==> src/shared/claac_pkg.sv <==
package claac_pkg;

    // device clock
    localparam int CLK_HZ = 20_000_000;
    localparam int CLK_PERIOD_NS = 50;

    // register indices; byte address on the bus is four times the index
    localparam logic [7:0] IDX_LINK_RATE = 8'h20;
    localparam logic [7:0] IDX_CHAIN_EN = 8'h21;
    localparam logic [7:0] IDX_HOLDOFF = 8'h22;
    localparam logic [7:0] IDX_TIMEOUT = 8'h23;
    localparam logic [7:0] IDX_CELL_CONF = 8'h24;
    localparam logic [7:0] IDX_STATUS = 8'h30;

    // reset values
    localparam logic [7:0] RST_LINK_RATE = 8'h01;
    localparam logic [7:0] RST_CHAIN_EN = 8'h3c;
    localparam logic [7:0] RST_HOLDOFF = 8'h00;
    localparam logic [7:0] RST_TIMEOUT = 8'h00;
    localparam logic [7:0] RST_CELL_CONF = 8'h60;

    // field positions
    localparam int RATE_LSB = 0;
    localparam int CE_LOW_TX = 5;
    localparam int CE_LOW_RX = 4;
    localparam int CE_HIGH_TX = 3;
    localparam int CE_HIGH_RX = 2;
    localparam int CE_ALARM_TX = 1;
    localparam int CE_ALARM_RX = 0;
    localparam int TO_SHORT_LSB = 4;
    localparam int TO_LONG_LSB = 0;
    localparam int CC_DR_LSB = 5;
    localparam int CC_FREQ_LSB = 3;
    localparam int CC_CORNER_LSB = 0;
    localparam int ST_HOLDOFF = 0;
    localparam int ST_SHORT_TO = 1;
    localparam int ST_SHUTDOWN = 2;

    // line rates in bits per second
    localparam int RATE_0_BPS = 125_000;
    localparam int RATE_1_BPS = 250_000;
    localparam int RATE_2_BPS = 500_000;
    localparam int RATE_3_BPS = 1_000_000;

    // converter sample frequency, same for every code
    localparam int SAMPLE_HZ = 1_000_000;
    localparam logic [4:0] SAMPLE_DIV = 5'(CLK_HZ / SAMPLE_HZ);

    // timeout periods in seconds
    localparam logic [12:0] TO_2S = 13'd2;
    localparam logic [12:0] TO_10S = 13'd10;
    localparam logic [12:0] TO_1MIN = 13'd60;
    localparam logic [12:0] TO_10MIN = 13'd600;
    localparam logic [12:0] TO_30MIN = 13'd1800;
    localparam logic [12:0] TO_LONG_C1 = 13'd1;
    localparam logic [12:0] TO_LONG_C7 = 13'd3600;
    localparam logic [12:0] TO_OFF = 13'd0;

    typedef struct packed {
        logic lowSideTxEnable;
        logic lowSideRxEnable;
        logic highSideTxEnable;
        logic highSideRxEnable;
        logic alarmLineTxEnable;
        logic alarmLineRxEnable;
    } claac_chain_en_t;

    typedef struct packed {
        logic [8:0] decimationRatio;
        logic [4:0] sampleClockDiv;
        logic [2:0] lowpassCornerSel;
    } claac_adc_cfg_t;

    // clock cycles in one bit period at the selected line rate
    function automatic logic [7:0] bitCycles(input logic [1:0] rate);
        case (rate)
            2'b00: bitCycles = 8'(CLK_HZ / RATE_0_BPS);
            2'b01: bitCycles = 8'(CLK_HZ / RATE_1_BPS);
            2'b10: bitCycles = 8'(CLK_HZ / RATE_2_BPS);
            default: bitCycles = 8'(CLK_HZ / RATE_3_BPS);
        endcase
    endfunction

    // timeout period in seconds; zero means the timeout is off
    function automatic logic [12:0] timeoutSeconds(input logic [2:0] code, input logic isLong);
        case (code)
            3'b001: timeoutSeconds = isLong ? TO_LONG_C1 : TO_OFF;
            3'b010: timeoutSeconds = TO_2S;
            3'b011: timeoutSeconds = TO_10S;
            3'b100: timeoutSeconds = TO_1MIN;
            3'b101: timeoutSeconds = TO_10MIN;
            3'b110: timeoutSeconds = TO_30MIN;
            3'b111: timeoutSeconds = isLong ? TO_LONG_C7 : TO_OFF;
            default: timeoutSeconds = TO_OFF;
        endcase
    endfunction

endpackage

==> src/verilog/claac_top.sv <==
// Design decision made here: register access over AHB-Lite.
`timescale 1ns/1ps
`default_nettype none
// Functional notes
// - transmit waits programmed bit periods after stop bit
// - long timeout expiry puts device in shutdown
// - long timeout code zero disables shutdown
// - decimation ratio 32/64/128/256, reset 256
// - sample frequency always 1 MHz
// - low bits select low-pass corner, reset zero
// - line rate codes 125k/250k/500k/1M
module claac_top
    import claac_pkg::*;
#(
    parameter int unsigned TICKS_PER_SEC = CLK_HZ
) (
    input wire logic clk,
    input wire logic rst_b,
    input wire logic hsel,
    input wire logic [31:0] haddr,
    input wire logic [1:0] htrans,
    input wire logic hwrite,
    input wire logic [2:0] hsize,
    input wire logic [31:0] hwdata,
    input wire logic hready,
    output logic hreadyout,
    output logic hresp,
    output logic [31:0] hrdata,
    input wire logic stopBitRx,
    input wire logic commActivity,
    output logic txAllowed,
    output logic [1:0] lineRate,
    output claac_chain_en_t chainEnable,
    output claac_adc_cfg_t adcConfig,
    output logic shortTimeout,
    output logic shutdownReq
);
    // register hit: word aligned, inside the decoded window
    function automatic logic regHit(input logic [31:0] addr, input logic [7:0] idx);
        regHit = (addr[31:10] == 22'h000000) && (addr[9:2] == idx) && (addr[1:0] == 2'b00);
    endfunction

    logic [7:0] rateReg;
    logic [7:0] chainReg;
    logic [7:0] holdoffReg;
    logic [7:0] timeoutReg;
    logic [7:0] cellReg;
    logic [7:0] next_rateReg;
    logic [7:0] next_chainReg;
    logic [7:0] next_holdoffReg;
    logic [7:0] next_timeoutReg;
    logic [7:0] next_cellReg;

    logic wrPend;
    logic [31:0] wrAddr;
    logic next_wrPend;
    logic [31:0] next_wrAddr;
    logic [31:0] next_hrdata;
    logic addrPhase;
    logic holdoffBusy;
    logic busAccess;

    assign addrPhase = hsel && htrans[1] && hready;
    // hsize is not checked: narrower writes still load the low byte
    assign busAccess = addrPhase;

    always_comb begin
        next_wrPend = addrPhase && hwrite;
        next_wrAddr = addrPhase ? haddr : wrAddr;
        next_rateReg = rateReg;
        next_chainReg = chainReg;
        next_holdoffReg = holdoffReg;
        next_timeoutReg = timeoutReg;
        next_cellReg = cellReg;
        if (wrPend) begin
            if (regHit(wrAddr, IDX_LINK_RATE)) begin
                next_rateReg = {6'h00, hwdata[RATE_LSB +: 2]};
            end
            if (regHit(wrAddr, IDX_CHAIN_EN)) begin
                next_chainReg = {2'b00, hwdata[5:0]};
            end
            if (regHit(wrAddr, IDX_HOLDOFF)) begin
                next_holdoffReg = hwdata[7:0];
            end
            if (regHit(wrAddr, IDX_TIMEOUT)) begin
                // reserved bit is stored as written; keeping it one is up to software
                next_timeoutReg = hwdata[7:0];
            end
            if (regHit(wrAddr, IDX_CELL_CONF)) begin
                next_cellReg = hwdata[7:0];
            end
        end
        // read data from next values so a read right after a write sees it
        next_hrdata = 32'h00000000;
        if (addrPhase && !hwrite) begin
            if (regHit(haddr, IDX_LINK_RATE)) begin
                next_hrdata = {24'h000000, next_rateReg};
            end else if (regHit(haddr, IDX_CHAIN_EN)) begin
                next_hrdata = {24'h000000, next_chainReg};
            end else if (regHit(haddr, IDX_HOLDOFF)) begin
                next_hrdata = {24'h000000, next_holdoffReg};
            end else if (regHit(haddr, IDX_TIMEOUT)) begin
                next_hrdata = {24'h000000, next_timeoutReg};
            end else if (regHit(haddr, IDX_CELL_CONF)) begin
                next_hrdata = {24'h000000, next_cellReg};
            end else if (regHit(haddr, IDX_STATUS)) begin
                next_hrdata = {29'h00000000, shutdownReq, shortTimeout, holdoffBusy};
            end
        end
    end

    always_ff @(posedge clk) begin
        if (!rst_b) begin
            wrPend <= 1'b0;
            wrAddr <= 32'h00000000;
            hrdata <= 32'h00000000;
            rateReg <= RST_LINK_RATE;
            chainReg <= RST_CHAIN_EN;
            holdoffReg <= RST_HOLDOFF;
            timeoutReg <= RST_TIMEOUT;
            cellReg <= RST_CELL_CONF;
        end else begin
            wrPend <= next_wrPend;
            wrAddr <= next_wrAddr;
            hrdata <= next_hrdata;
            rateReg <= next_rateReg;
            chainReg <= next_chainReg;
            holdoffReg <= next_holdoffReg;
            timeoutReg <= next_timeoutReg;
            cellReg <= next_cellReg;
        end
    end

    // zero wait states, unmapped addresses read zero and ignore writes
    assign hreadyout = 1'b1;
    assign hresp = 1'b0;

    // receivers are never forced on here; keeping them enabled is software's job
    assign chainEnable.lowSideTxEnable = chainReg[CE_LOW_TX];
    assign chainEnable.lowSideRxEnable = chainReg[CE_LOW_RX];
    assign chainEnable.highSideTxEnable = chainReg[CE_HIGH_TX];
    assign chainEnable.highSideRxEnable = chainReg[CE_HIGH_RX];
    assign chainEnable.alarmLineTxEnable = chainReg[CE_ALARM_TX];
    assign chainEnable.alarmLineRxEnable = chainReg[CE_ALARM_RX];
    assign lineRate = rateReg[RATE_LSB +: 2];
    assign adcConfig.decimationRatio = 9'd32 << cellReg[CC_DR_LSB +: 2];
    // reserved frequency codes fall back to the only supported rate
    assign adcConfig.sampleClockDiv = SAMPLE_DIV;
    assign adcConfig.lowpassCornerSel = cellReg[CC_CORNER_LSB +: 3];

    claac_holdoff u_holdoff (
        .clk(clk),
        .rst_b(rst_b),
        .stopBitRx(stopBitRx),
        .holdoffBitCount(holdoffReg),
        .lineRate(lineRate),
        .holdoffBusy(holdoffBusy)
    );
    assign txAllowed = !holdoffBusy;

    // communication timeouts, counted in whole seconds of silence
    logic [24:0] presc;
    logic [12:0] idleSec;
    logic [24:0] next_presc;
    logic [12:0] next_idleSec;
    logic next_shortTimeout;
    logic next_shutdownReq;
    logic [12:0] shortPeriod;
    logic [12:0] longPeriod;
    logic activity;
    logic secTick;
    logic shortExpired;
    logic longExpired;

    assign activity = commActivity || busAccess;
    assign secTick = (presc == 25'(TICKS_PER_SEC - 1));
    assign shortPeriod = timeoutSeconds(timeoutReg[TO_SHORT_LSB +: 3], 1'b0);
    assign longPeriod = timeoutSeconds(timeoutReg[TO_LONG_LSB +: 3], 1'b1);
    // one-cycle hit just after the count reaches the period; a level here would
    // keep the flag set through the activity that is meant to clear it
    assign shortExpired = (shortPeriod != TO_OFF) && (idleSec == shortPeriod)
        && (presc == 25'h0000000);
    assign longExpired = (longPeriod != TO_OFF) && (idleSec >= longPeriod);

    always_comb begin
        next_presc = (activity || secTick) ? 25'h0000000 : presc + 25'd1;
        next_idleSec = idleSec;
        if (activity) begin
            next_idleSec = 13'h0000;
        end else if (secTick && idleSec != 13'h1fff) begin
            next_idleSec = idleSec + 13'd1;
        end
        // expiry wins over the clearing activity in the same cycle
        next_shortTimeout = shortExpired || (shortTimeout && !activity);
        // shutdown is final until reset
        next_shutdownReq = shutdownReq || longExpired;
    end

    always_ff @(posedge clk) begin
        if (!rst_b) begin
            presc <= 25'h0000000;
            idleSec <= 13'h0000;
            shortTimeout <= 1'b0;
            shutdownReq <= 1'b0;
        end else begin
            presc <= next_presc;
            idleSec <= next_idleSec;
            shortTimeout <= next_shortTimeout;
            shutdownReq <= next_shutdownReq;
        end
    end

    a_short_period: assert property (@(posedge clk) disable iff (!rst_b)
        $rose(shortTimeout) |-> $past(idleSec) == $past(shortPeriod) && $past(shortPeriod) != 13'h0000)
        else $error("short timeout fired at wrong idle time");
    a_short_table: assert property (@(posedge clk) disable iff (!rst_b)
        timeoutReg[TO_SHORT_LSB +: 3] == 3'b100 |-> shortPeriod == 13'd60)
        else $error("short timeout code 100 is not one minute");
    a_long_shutdown: assert property (@(posedge clk) disable iff (!rst_b)
        longExpired |=> shutdownReq [*2])
        else $error("long timeout did not shut down");
    a_long_disabled: assert property (@(posedge clk) disable iff (!rst_b)
        $rose(shutdownReq) |-> $past(timeoutReg[TO_LONG_LSB +: 3]) != 3'b000)
        else $error("shutdown with long timeout disabled");
    a_decim_write: assert property (@(posedge clk) disable iff (!rst_b)
        wrPend && regHit(wrAddr, IDX_CELL_CONF) && hwdata[6:5] == 2'b00
        |=> adcConfig.decimationRatio == 9'd32)
        else $error("decimation code 00 not ratio 32");
    a_decim_reset: assert property (@(posedge clk)
        $rose(rst_b) |-> adcConfig.decimationRatio == 9'd256 && adcConfig.lowpassCornerSel == 3'b000)
        else $error("converter config reset values wrong");
    a_sample_freq: assert property (@(posedge clk) disable iff (!rst_b)
        $changed(cellReg[CC_FREQ_LSB +: 2]) |-> adcConfig.sampleClockDiv == 5'd20)
        else $error("sample frequency left 1 MHz");
    a_corner_write: assert property (@(posedge clk) disable iff (!rst_b)
        wrPend && regHit(wrAddr, IDX_CELL_CONF) |=> adcConfig.lowpassCornerSel == $past(hwdata[2:0]))
        else $error("low-pass corner not taken from write");
    a_rate_fast: assert property (@(posedge clk) disable iff (!rst_b)
        lineRate == 2'b11 |-> bitCycles(lineRate) == 8'd20)
        else $error("1 Mbps bit period wrong");

    c_shutdown: cover property (@(posedge clk) disable iff (!rst_b) $rose(shutdownReq));
    c_short_to: cover property (@(posedge clk) disable iff (!rst_b) $rose(shortTimeout));
    c_tx_held: cover property (@(posedge clk) disable iff (!rst_b) stopBitRx ##1 !txAllowed);
endmodule // claac_top
`default_nettype wire

==> src/verilog/claac_holdoff.sv <==
`timescale 1ns/1ps
`default_nettype none
module claac_holdoff
    import claac_pkg::*;
(
    input wire logic clk,
    input wire logic rst_b,
    input wire logic stopBitRx,
    input wire logic [7:0] holdoffBitCount,
    input wire logic [1:0] lineRate,
    output logic holdoffBusy
);
    logic [7:0] cycCnt;
    logic [7:0] bitsLeft;
    logic busy;
    logic [7:0] next_cycCnt;
    logic [7:0] next_bitsLeft;
    logic next_busy;

    always_comb begin
        next_cycCnt = cycCnt;
        next_bitsLeft = bitsLeft;
        next_busy = busy;
        if (stopBitRx) begin
            // each new stop bit restarts the whole hold-off
            next_bitsLeft = holdoffBitCount;
            next_cycCnt = bitCycles(lineRate) - 8'd1;
            next_busy = (holdoffBitCount != 8'h00);
        end else if (busy) begin
            if (cycCnt == 8'h00) begin
                if (bitsLeft == 8'h01) begin
                    next_busy = 1'b0;
                end else begin
                    next_bitsLeft = bitsLeft - 8'd1;
                    // reload at the rate selected now, so a rate change applies per bit
                    next_cycCnt = bitCycles(lineRate) - 8'd1;
                end
            end else begin
                next_cycCnt = cycCnt - 8'd1;
            end
        end
    end

    always_ff @(posedge clk) begin
        if (!rst_b) begin
            cycCnt <= 8'h00;
            bitsLeft <= 8'h00;
            busy <= 1'b0;
        end else begin
            cycCnt <= next_cycCnt;
            bitsLeft <= next_bitsLeft;
            busy <= next_busy;
        end
    end

    assign holdoffBusy = busy;

    // helper: length of the last hold-off against the length asked for
    logic [15:0] busyLen;
    logic [15:0] expLen;
    always_ff @(posedge clk) begin
        if (!rst_b) begin
            busyLen <= 16'h0000;
            expLen <= 16'h0000;
        end else begin
            busyLen <= stopBitRx ? 16'h0000 : (busy ? busyLen + 16'd1 : busyLen);
            expLen <= stopBitRx ? 16'(holdoffBitCount * bitCycles(lineRate)) : expLen;
        end
    end

    a_holdoff_length: assert property (@(posedge clk) disable iff (!rst_b)
        $fell(busy) |-> busyLen == expLen)
        else $error("hold-off length differs from programmed bit count");
    a_bit_reload: assert property (@(posedge clk) disable iff (!rst_b)
        stopBitRx && holdoffBitCount != 8'h00 |=> busy && cycCnt == bitCycles($past(lineRate)) - 8'd1)
        else $error("bit period reload wrong for line rate");
    a_stop_restart: assert property (@(posedge clk) disable iff (!rst_b)
        stopBitRx && busy |=> bitsLeft == $past(holdoffBitCount))
        else $error("hold-off not restarted on new stop bit");
    a_zero_count: assert property (@(posedge clk) disable iff (!rst_b)
        stopBitRx && holdoffBitCount == 8'h00 |=> !busy)
        else $error("zero hold-off must not block transmit");
    c_holdoff_done: cover property (@(posedge clk) disable iff (!rst_b) $fell(busy));
endmodule // claac_holdoff
`default_nettype wire

==> config.mk <==
export PLATFORM = sky130hd
export DESIGN_NAME = claac_top
export DESIGN_NICKNAME = d
export VERILOG_FILES = /design/src/shared/claac_pkg.sv /design/src/verilog/claac_top.sv /design/src/verilog/claac_holdoff.sv
export SDC_FILE = /design/constraint.sdc
export NUM_CORES = 1
export LEC_CHECK = 0
export ABC_AREA = 1
export BUFFER_PORTS_ARGS = -buffer_cell sky130_fd_sc_hd__buf_2
export CORE_ASPECT_RATIO = 0.9
export CORE_MARGIN = 2
export CORE_UTILIZATION = 29
export CTS_BUF_LIST = sky130_fd_sc_hd__clkbuf_4 sky130_fd_sc_hd__clkbuf_8
export DETAILED_ROUTE_END_ITERATION = 10
export GPL_TIMING_DRIVEN = 1
export PLACE_DENSITY_LB_ADDON = 0.2
export SYNTH_ARGS = -nofsm -noshare
export SYNTH_HDL_FRONTEND = slang
export SYNTH_SLANG_ARGS = --single-unit
export TNS_END_PERCENT = 1
==> constraint.sdc <==
create_clock -name clk -period 2.2 [get_ports clk]
set_clock_uncertainty 0.2 [all_clocks]
set_input_delay 0.11 -clock clk [delete_from_list [all_inputs] [get_ports clk]]
set_output_delay 0.11 -clock clk [all_outputs]
set_load 0.02 [all_outputs]
; ---- Word-level counts from Yosys, hierarchy flattened
; Cells that the tools add are included.
[word_totals]
reg_bits = 162
input_bits = 76
out_inout_bits = 62
word_cells = 149
[classes]
n_addsub = 6
order_cmp = 1
eq_ne = 31
n_shift = 1
muxes = 36
bitwise = 2
n_reduce_logical = 56
[op_table]
columns = cell, n
row1 = two-way mux 8 bit, 28
row2 = equality test 8 x 6 -> 1 bit (second input constant), 11
row3 = case mux 12 bit (7 select lines), 1
row4 = case mux 11 bit (5 select lines), 1
row5 = zero test 22 bit, 2
row6 = subtractor 8 x 1 -> 8 bit (second input constant), 4
row7 = logical AND 1 bit, 31
row8 = nonzero test 13 bit, 2
row9 = adder 25 x 1 -> 25 bit (second input constant), 1
row10 = equality test 25 bit (second input constant), 1
row11 = zero test 25 bit, 1
row12 = case mux 8 bit (3 select lines), 1
row13 = equality test 3 bit (second input constant), 7
row14 = adder 13 x 1 -> 13 bit (second input constant), 1
row15 = equality test 13 bit, 1
row16 = >= comparator 13 bit, 1
row17 = != test 13 bit (second input constant), 1
row18 = equality test 3 x 2 -> 1 bit (second input constant), 4
row19 = << shifter 6 x 2 -> 9 bit (first input constant), 1
row20 = equality test 8 x 1 -> 1 bit (second input constant), 1
row21 = zero test 8 bit, 1
row22 = nonzero test 8 bit, 1
row23 = OR reduction 7 bit, 1
row24 = zero test 2 bit, 3
row25 = other kinds (14), 26

; ---- Depth between registers and ports, before layout
; Gate-level depths: netlist of run 1.
[depth]
ltp_word = 11
depth_mapped = 14
mapped_depth_nobuf = 13

; ---- Modules after synthesis
; A second synthesis of run 1 with hierarchy kept.
[unflattened]
cells_unflattened = 1185
area_unflattened_um2 = 8081.5
[modules_own_cells]
columns = module, n_inst, cells_each, area_per_inst_um2
row1 = claac_top, 1, 981, 6731.5
row2 = claac_holdoff, 1, 204, 1350.0

; ---- Worst setup path after synthesis of run 1
; OpenSTA, ideal clock, no wires.
[synth_path]
kind = reg-to-reg
from = register presc[0]
to = register idleSec[8]
setup_time_ps = 132
t_arrival_ps = 1491
required_time_ps = 1868
setup_slack_ps = 377
path_stages_with_launch = 12
path_buffers = 1
synth_period_minus_slack_ps = 1823
cell_sequence = dfxtp_1 > ha_1 > nand2_1 > inv_2 > nand4_2 > nor2_2 > inv_2 > nor4_2 > nand2_2 > buf_4 > nand2_1 > a21oi_1
[synth_between]
elab_chain_len = 2
[synth_lines]
columns = element, line
row1 = "start, declared", claac_top.sv:162  ; logic [24:0] presc;
row2 = "start signal, assigned", claac_top.sv:206  ; presc <= next_presc;
row3 = equality test 25 bit, claac_top.sv:176  ; assign secTick = (presc == 25'(TICKS_PER_SEC - 1));
row4 = logical AND 1 bit, claac_top.sv:190  ; end else if (secTick && idleSec != 13'h1fff) begin
row5 = "end signal, assigned", claac_top.sv:207  ; idleSec <= next_idleSec;
row6 = "end, declared", claac_top.sv:163  ; logic [12:0] idleSec;
; Every way passes these cells.
; A chain may end at the register's enable or synchronous reset.

; ---- Worst setup path in the final report of run 1
[layout_path]
from = input haddr[9]
to = register hrdata[2]
[layout_between]
elab_chain_len = 9
elab_cells_between_ends = 24
[layout_lines]
columns = element, line
row1 = "start, declared", claac_top.sv:20  ; input wire logic [31:0] haddr,
row2 = equality test 8 x 6 -> 1 bit, claac_top.sv:40  ; regHit = (addr[31:10] == 22'h000000) && (addr[9:2] == idx) && (addr[1:0] == 2'b00);
row3 = logical AND 1 bit (2 in series), claac_top.sv:40
row4 = two-way mux 3 bit, claac_top.sv:106  ; end else if (regHit(haddr, IDX_STATUS)) begin
row5 = two-way mux 8 bit, claac_top.sv:104  ; end else if (regHit(haddr, IDX_CELL_CONF)) begin
row6 = two-way mux 8 bit, claac_top.sv:102  ; end else if (regHit(haddr, IDX_TIMEOUT)) begin
row7 = two-way mux 8 bit, claac_top.sv:100  ; end else if (regHit(haddr, IDX_HOLDOFF)) begin
row8 = two-way mux 8 bit, claac_top.sv:98  ; end else if (regHit(haddr, IDX_CHAIN_EN)) begin
row9 = two-way mux 8 bit (*), claac_top.sv:96  ; if (regHit(haddr, IDX_LINK_RATE)) begin
row10 = "end signal, assigned", claac_top.sv:125  ; hrdata <= next_hrdata;
row11 = "end, declared", claac_top.sv:28  ; output logic [31:0] hrdata,
; Mark *: on every way between the ends. The rest lies on a longest branch, timed or not.

==> results of run 1 <==
cells in the mapped netlist, drive strengths merged:
library cell and n:
nand2 214, inv 175, dfxtp 138, nor2 136, nand3 116, o21ai 71, buf 57, a21oi 53
nor3 40, ha 23, xor2 23, nand4 20, clkbuf 18, nor4 13, o22ai 13, a31oi 7
nor3b 6, or2 5, o31ai 3, xnor2 3, a221oi 2, a22oi 2, conb 2, o221ai 2
a211oi 1, and2 1, clkinv 1, nand3b 1, o2111ai 1, o211ai 1, o21a 1, o311ai 1
timing repair:
item | in CTS | in global routing
endpoints found under the hold margin | 118 | 0
gates resized for setup | 0 | 16
hold buffers | 48 | 0
setup buffers | 0 | 3
endpoints found under the setup margin | 0 | 38
kinds of logic (layout without fill, tap and decap cells):
group / after synthesis / after routing / share of synthesized area [%]
fa+ha+maj: 23 / 23 / 3.66
buf+inv: 251 / 364 / 14.7
other cells: 2 / 36 / 0.0956
compound gates: 158 / 158 / 11.0
flops: 138 / 138 / 35.2
xor+xnor: 26 / 26 / 2.90
simple gates: 552 / 552 / 32.5
layout make-up:
type / count / area share (%)
Clock buffer: 18 / 2.60
Inverter: 176 / 6.96
Timing Repair Buffer: 159 / 12.3
Sequential cell: 138 / 29.0
Tap cell: 354 / 4.65
Clock inverter: 11 / 1.30
Multi-Input combinational cell: 795 / 43.2
sequential cells by signal, indices dropped and copies added (netlist names):
register,cells
wrAddr,32
u_holdoff.bitsLeft,8
cellReg,8
presc,25
shutdownReq,1
hrdata,8
shortTimeout,1
idleSec,13
holdoffReg,8
chainReg,8
wrPend,1
u_holdoff.cycCnt,8
u_holdoff.holdoffBusy,1
rateReg,8
timeoutReg,8
per-stage QoR:
step,cell area [um2],setup TNS [ps]
6_report,9530,0
5_1_grt,9530,-52.0
4_1_cts,9440,0
3_5_place_dp,8590,0
3_3_place_gp,8590,0
2_1_floorplan,7980,0
power by group through the flow:
| stage | Sequential, mW | Clock (mW) | Combinational [mW] |
|---|---|---|---|
| floorplan | 2.61 | 0 | 0.382 |
| global placement | 2.62 | 0 | 0.484 |
| detailed placement | 2.62 | 0 | 0.485 |
| CTS | 2.56 | 2.14 | 0.549 |
| global route | 2.57 | 2.24 | 0.627 |
| finish | 2.56 | 2.07 | 0.568 |
critical path, delay by kind of cell:
kind	cells	cell delay (ps)
AND/OR/NAND/NOR	9	1090
buffers and inverters	5	950
AO/OA/AOI/OAI	1	80
metal layers:
metal  vias to the layer above  GRT usage [%]  share of wire [%]
met4                         0           3.46               0.87
li1                       3927              -                  -
met3                        16           2.79                3.9
met2                       145           23.3                 43
met1                      3401           21.8                 52
met5                         -              0                  0
worst paths after layout:
kind	to	from	cells past startpoint	slack, ps
min reg2reg	rateReg[4]	rateReg[4]	2	240
max	hrdata[2]	haddr[9]	15	100
max reg2reg	shutdownReq	timeoutReg[1]	10	140
min	hrdata[2]	htrans[1]	6	60
==> metrics.txt, run 1 <==
Core Rows 57; DRC viols 0; minimum clock period 2100 ps; fin crit share 95.5%; CP startpoint kind input port; # port buffers 73; CTS tree built; # setup viols final 0; Detailed Place HPWL 16000 um; CP max stage delay 540 ps; GRT Total Usage 15.1%; # diodes 0; Slew headroom 66.7%; CP dominant cell by count nand2_1; count of final max-slew check failures 0; DR iter-0 viols 432; wire per inst 13.0 um; die area 0.0284 mm2; Placer Congestion 0.823; Power Total 5.20 mW; switching fraction of total power 27.6%; combinational share of power 10.9%; Crit-path slowest cell dlygate4sd3_1; Register Area 0.00276 mm2; largest net degree at the start of global routing 33; Area Growth Syn to Fin 21.3%; TritonRoute pass-1 iters 5; dominant cell type by area after synthesis dfxtp_1; WS Path Type in -> reg; Synth top area share 35.2%; most common cell after layout, fill and taps aside nand2_1; sequential fraction of the synthesis area 35.2%; Lkg Pwr 4.16 nW; Max FO, Critical Path 7; share of layout cells above drive strength 1 14.6%; Filler Cells Inserted 2991; clock network fraction of design power 39.8%; most frequent cells in the layout nand2_1 (208), inv_1 (166), dfxtp_1 (137); Final Net Count 1386; critical-path cell list dlygate4sd3_1 -> buf_2 -> inv_1 -> nand3_1 -> nor2_4 -> buf_4 -> nand2_1 -> nor2_1 -> nand2_1 -> nand3_1 -> nand2_1 -> inv_1 -> nand3_1 -> nand2_1 -> a21oi_1; maxcap violations 0; Core ar. 0.0268 mm2; Final ANT Viol Nets 0; CTS Sinks 138; internal power 3.77 mW; DP Cell Count 1571; post-synthesis cell type count 49; Overflow after GRT 0; Ys Warns 0; mapped cell area 0.00786 mm2; Via density 4.54; first-pass GRT wire length 34600 um; Peak VDD IR 0.354 mV; initial antenna violation count 0; Final Hold Viols 0; Syn Inst Count 1150; dpl ws 37.5 ps; Synth area leaders dfxtp_1 (35%), nand2_1 (10%), inv_1 (8.0%); vias in the first global route 6866; CP Capture Type flop; clock slew at reported path FFs 80 ps; max frequency 476 MHz; Vert. Die Dim 160 um; Pwr Density 546 mW/mm2; Top Ports 138; Yosys reg bits 138; area occupied by multi-input gates 0.00412 mm2; Switch Pwr 1.43 mW; RSZ-0062 raised after global routing yes; Die W 177 um; root buf cell clkbuf_8; non-filler cells in the finished layout 1651; status complete, no violations; worst skew pair latency 450 ps; Num CTS Buffers 17; Final WS setup 98.9 ps; utilization after layout 35.5%; Worst Hold Class in -> reg; Reg power frac 49.3%; total wire length 21400 um; Mean Syn Cell Area 6.83 um2; crit path DAT 2230 ps; starting density of the core 29.3%; H-tree depth 4; via count 7489; hold slack final 61.9 ps; CP Data Required Time 2330 ps; worst slew pin tran 495 ps; Max Root-Sink Buffers 2
Power figures use the tool's default switching activity.
==> run 2, diff against run 1 <==
--- a/config.mk
+++ b/config.mk
@@ -9,7 +9,7 @@
 export BUFFER_PORTS_ARGS = -buffer_cell sky130_fd_sc_hd__buf_2
 export CORE_ASPECT_RATIO = 0.9
 export CORE_MARGIN = 2
-export CORE_UTILIZATION = 29
+export CORE_UTILIZATION = 45
 export CTS_BUF_LIST = sky130_fd_sc_hd__clkbuf_4 sky130_fd_sc_hd__clkbuf_8
 export DETAILED_ROUTE_END_ITERATION = 10
 export GPL_TIMING_DRIVEN = 1
==> metrics.txt, run 2 (synthesis results as in run 1) <==
count of final max-slew check failures 0; share of layout cells above drive strength 1 14.1%; first-pass GRT wire length 32300 um; clock slew at reported path FFs 80 ps; Detailed Place HPWL 14000 um; CTS tree built; RSZ-0062 raised after global routing yes; DR iter-0 viols 524; CP max stage delay 360 ps; die area 0.0185 mm2; DP Cell Count 1439; most common cell after layout, fill and taps aside nand2_1; hold slack final 33.5 ps; most frequent cells in the layout nand2_1 (209), inv_1 (167), dfxtp_1 (135); CP Data Required Time 2340 ps; Power Total 5.13 mW; Core Rows 45; initial antenna violation count 0; Lkg Pwr 4.06 nW; Worst Hold Class in -> reg; # setup viols final 0; # diodes 0; non-filler cells in the finished layout 1520; worst slew pin tran 547 ps; # port buffers 73; TritonRoute pass-1 iters 7; GRT Total Usage 21.5%; status complete, no violations; minimum clock period 2110 ps; via count 7468; Peak VDD IR 0.407 mV; Final ANT Viol Nets 0; Max FO, Critical Path 5; root buf cell clkbuf_8; starting density of the core 46.2%; max frequency 475 MHz; vias in the first global route 6747; Top Registers wrAddr x32, presc x25, idleSec x13; Bufs and invs on worst path 2; worst skew pair latency 450 ps; fin crit share 95.8%; max FFs per register 32; Pwr Density 555 mW/mm2; CP startpoint kind flop; crit path DAT 2250 ps; H-tree depth 4; Final Net Count 1371; wire per inst 12.9 um; Crit-path slowest cell dfxtp_2; CTS Sinks 138; Top Ports 138; Placer Congestion 0.908; largest net degree at the start of global routing 39; Most flops, register wrAddr; delay-heaviest family, CP simple AND/OR/NAND/NOR gates; Design Area, Final 0.00924 mm2; utilization after layout 54.4%; Max Root-Sink Buffers 2; Via density 4.91; Num CTS Buffers 17; Overflow after GRT 0; WS Path Type reg -> reg; Core ar. 0.0170 mm2; CP dominant cell by count nor2_1; Vert. Die Dim 129 um; CP Capture Type flop; maxcap violations 0; Die W 143 um; Slew headroom 63.4%; DP Area 0.00833 mm2; Final Hold Viols 0; total wire length 19500 um; critical-path cell list ha_1 -> nand2_1 -> inv_2 -> nand4_2 -> nor2_4 -> buf_4 -> nand3_1 -> nor2_1 -> nor2_1 -> o21ai_0 -> a21oi_1; DRC viols 0; Area Growth Syn to Fin 17.6%
run 2: cell types whose count changed in the layout (fill, tap and decap cells not counted), sizes merged:
cell and delta:
clkbuf +2, clkinv -1, inv +3, buf -11, bufinv -1, dlygate4sd3 -4
run 2: power by group:
group	internal, mW	switching, mW	leakage [nW]
logic	0.196	0.339	2.75
registers	2.54	0.0259	1.12
clock network	0.993	1.04	0.192
total	3.73	1.41	4.06
run 2: per-layer routing:
layer | GRT usage [%] | up-vias | wire (um)
li1 | - | 3894 | -
met1 | 30.1 | 3339 | 9590
met2 | 33.8 | 210 | 8660
met3 | 4.69 | 25 | 978
met4 | 5.59 | 0 | 314
met5 | 0 | - | 0
run 2: per-stage QoR:
stage / worst slack (ps) / setup TNS (ps)
finish: 93.0 / 0
CTS: 32.2 / 0
floorplan: 377 / 0
global placement: 142 / 0
global route: -61.2 / -450
detailed placement: 65.9 / 0
run 2: final timing paths:
path | start | to | slack [ps] | cells after the start
worst max-delay path | presc[0] | presc[14] | 90 | 11
worst min-delay path | htrans[1] | hrdata[2] | 30 | 5
worst max register to register | presc[0] | presc[14] | 90 | 11
worst min register to register | presc[0] | presc[0] | 240 | 1
run 2: layout make-up:
type,count,area (um2)
repair buffers,144,1020
clock buffers,20,275
multi-input cells,795,4110
fillers,1716,7760
clock inverters,12,111
inverters,176,663
well taps,235,294
flip-flops and latches,138,2770
run 2: worst reg2reg max path, cell delays in order, from the launching register on:
cell     delay, ps
dfxtp_2        360
ha_1           170
nand2_1         70
inv_2           70
nand4_2        120
nor2_4         200
buf_4          130
nand3_1        110
nor2_1         310
nor2_1         130
o21ai_0         90
a21oi_1         50
run 2: what timing repair did:
item | CTS | global route
setup buffers | 0 | 5
resized for setup | 0 | 15
endpoints found under the hold margin | 121 | 0
setup endpoints to repair | 0 | 45
hold buffers | 44 | 0
==> run 3, diff against run 2 <==
==> constraint.sdc (replaced) <==
create_clock -name clk -period 2.6 [get_ports clk]
set_clock_uncertainty 0.2 [all_clocks]
set_input_delay 0.13 -clock clk [delete_from_list [all_inputs] [get_ports clk]]
set_output_delay 0.13 -clock clk [all_outputs]
set_load 0.02 [all_outputs]
==> metrics.txt, run 3 (synthesis results as in run 1) <==
cts hold-fix bufs 43; Setup TNS 0 ps; Final ANT Viol Nets 0; root buf cell clkbuf_8; starting density of the core 46.2%; die area 0.0185 mm2; count of final max-slew check failures 0; Max FO, Critical Path 12; most common cell after layout, fill and taps aside nand2_1; Lkg Pwr 3.97 nW; DRC viols 0; fin crit share 88.2%; initial antenna violation count 0; Placer Congestion 0.918; CTS tree built; wire per inst 12.9 um; clock network fraction of design power 42.9%; # diodes 0; total wire length 19300 um; via count 7370; Most flops, register wrAddr; GRT Total Usage 21.6%; Reg-to-Reg Start presc[0]; Resize count post-CTS 0; CP endpoint idleSec[7]; Worst R2R Path Depth 11; Num CTS Buffers 17; max frequency 436 MHz; DR iter-0 viols 472; max FFs per register 32; TritonRoute pass-1 iters 5; Slew headroom 58.5%; Core ar. 0.0170 mm2; WS Path Type reg -> reg; clock slew at reported path FFs 80 ps; combinational share of power 9.7%; RSZ-0062 raised after global routing no; worst reg2reg path endpoint idleSec[7]; internal power 3.40 mW; Vert. Die Dim 129 um; Final Hold Viols 0; largest net degree at the start of global routing 39; Final WS setup 306 ps; # port buffers 73; maxcap violations 0; Power Total 4.58 mW; post-CTS setup buffers 0; r2r setup slk 310 ps; minimum clock period 2290 ps; Switch Pwr 1.18 mW; Detailed Place HPWL 14000 um; Peak VDD IR 0.349 mV; crit path DAT 2460 ps; Top Ports 138; Overflow after GRT 0; hold slack final 28.0 ps; Design Area, Final 0.00911 mm2; first-pass GRT wire length 32200 um; worst skew pair latency 460 ps; worst slew pin tran 619 ps; share of layout cells above drive strength 1 12.2%; CP Data Required Time 2770 ps; Worst Hold Class in -> reg; Pwr Density 502 mW/mm2; dpl ws 341 ps; # setup viols final 0; Die W 143 um; worst setup path startpoint presc[0]; Area Growth Syn to Fin 16.0%; DP Area 0.00824 mm2; H-tree depth 4; status complete, no violations; Reg power frac 47.4%; CP Capture Type flop; Max Root-Sink Buffers 2; CTS Sinks 138; CP startpoint kind flop; Top Registers wrAddr x32, presc x25, idleSec x13; switching fraction of total power 25.8%; Final Net Count 1353; most frequent cells in the layout nand2_1 (210), inv_1 (167), dfxtp_1 (138); Core Rows 45; vias in the first global route 6656; Via density 4.91
## run 3: changes by cell type in the layout (fill, tap and decap cells not counted), sizes merged
cell / delta
dlygate4sd3: -1
clkbuf: -1
bufinv: +3
inv: -1
buf: -17
clkinvlp: -1
## run 3: worst max-delay path: stages, from the launching register on
cell     delay, ps
dfxtp_1        380
ha_1           180
nand2_1         60
inv_2           70
nand4_2        100
nor2_2         210
inv_2           80
nor4_2         320
nand2_2        170
inv_2          220
nand2_1         80
a21oi_1        130
## run 3: worst min-delay path by stage
stage,start,to,slack (ps),cells after the start
after floorplan,hwrite,wrPend,40,2
after global placement,hwrite,wrPend,170,3
after detailed placement,hwrite,wrPend,170,3
after CTS,rst_b,shutdownReq,10,3
after global routing,rst_b,timeoutReg[6],60,3
final,rst_b,shutdownReq,30,3
## run 3: per-layer routing
metal / share of wire (%) / routed length, um / GRT usage, % / vias to the layer above
met5: 0 / 0 / 0 / -
met4: 1.6 / 303 / 6.46 / 0
met3: 5.1 / 994 / 4.69 / 23
met2: 43 / 8390 / 33.0 / 191
met1: 50 / 9620 / 30.7 / 3308
li1: - / - / - / 3848
## run 3: final cells by class
cell class,count,area [um2]
Fill cell,1734,7890
Multi-Input combinational cell,795,4070
Sequential cell,138,2760
Timing Repair Buffer,126,883
Inverter,176,661
Tap cell,235,294
Clock buffer,19,255
Clock inverter,13,189
## run 3: through the flow
stage	instances	util (%)
after global placement	1427	48.4
final	1502	53.6
after floorplan	1184	-
after detailed placement	1427	48.4
after global routing	1502	53.6
after CTS	1502	53.6
## run 3: power by group through the flow
stage,sequential (mW),clock (mW),combinational (mW)
after floorplan,2.21,0,0.323
after global placement,2.22,0,0.388
after detailed placement,2.22,0,0.391
after CTS,2.17,2.01,0.440
after global routing,2.17,2.10,0.496
final,2.17,1.96,0.445
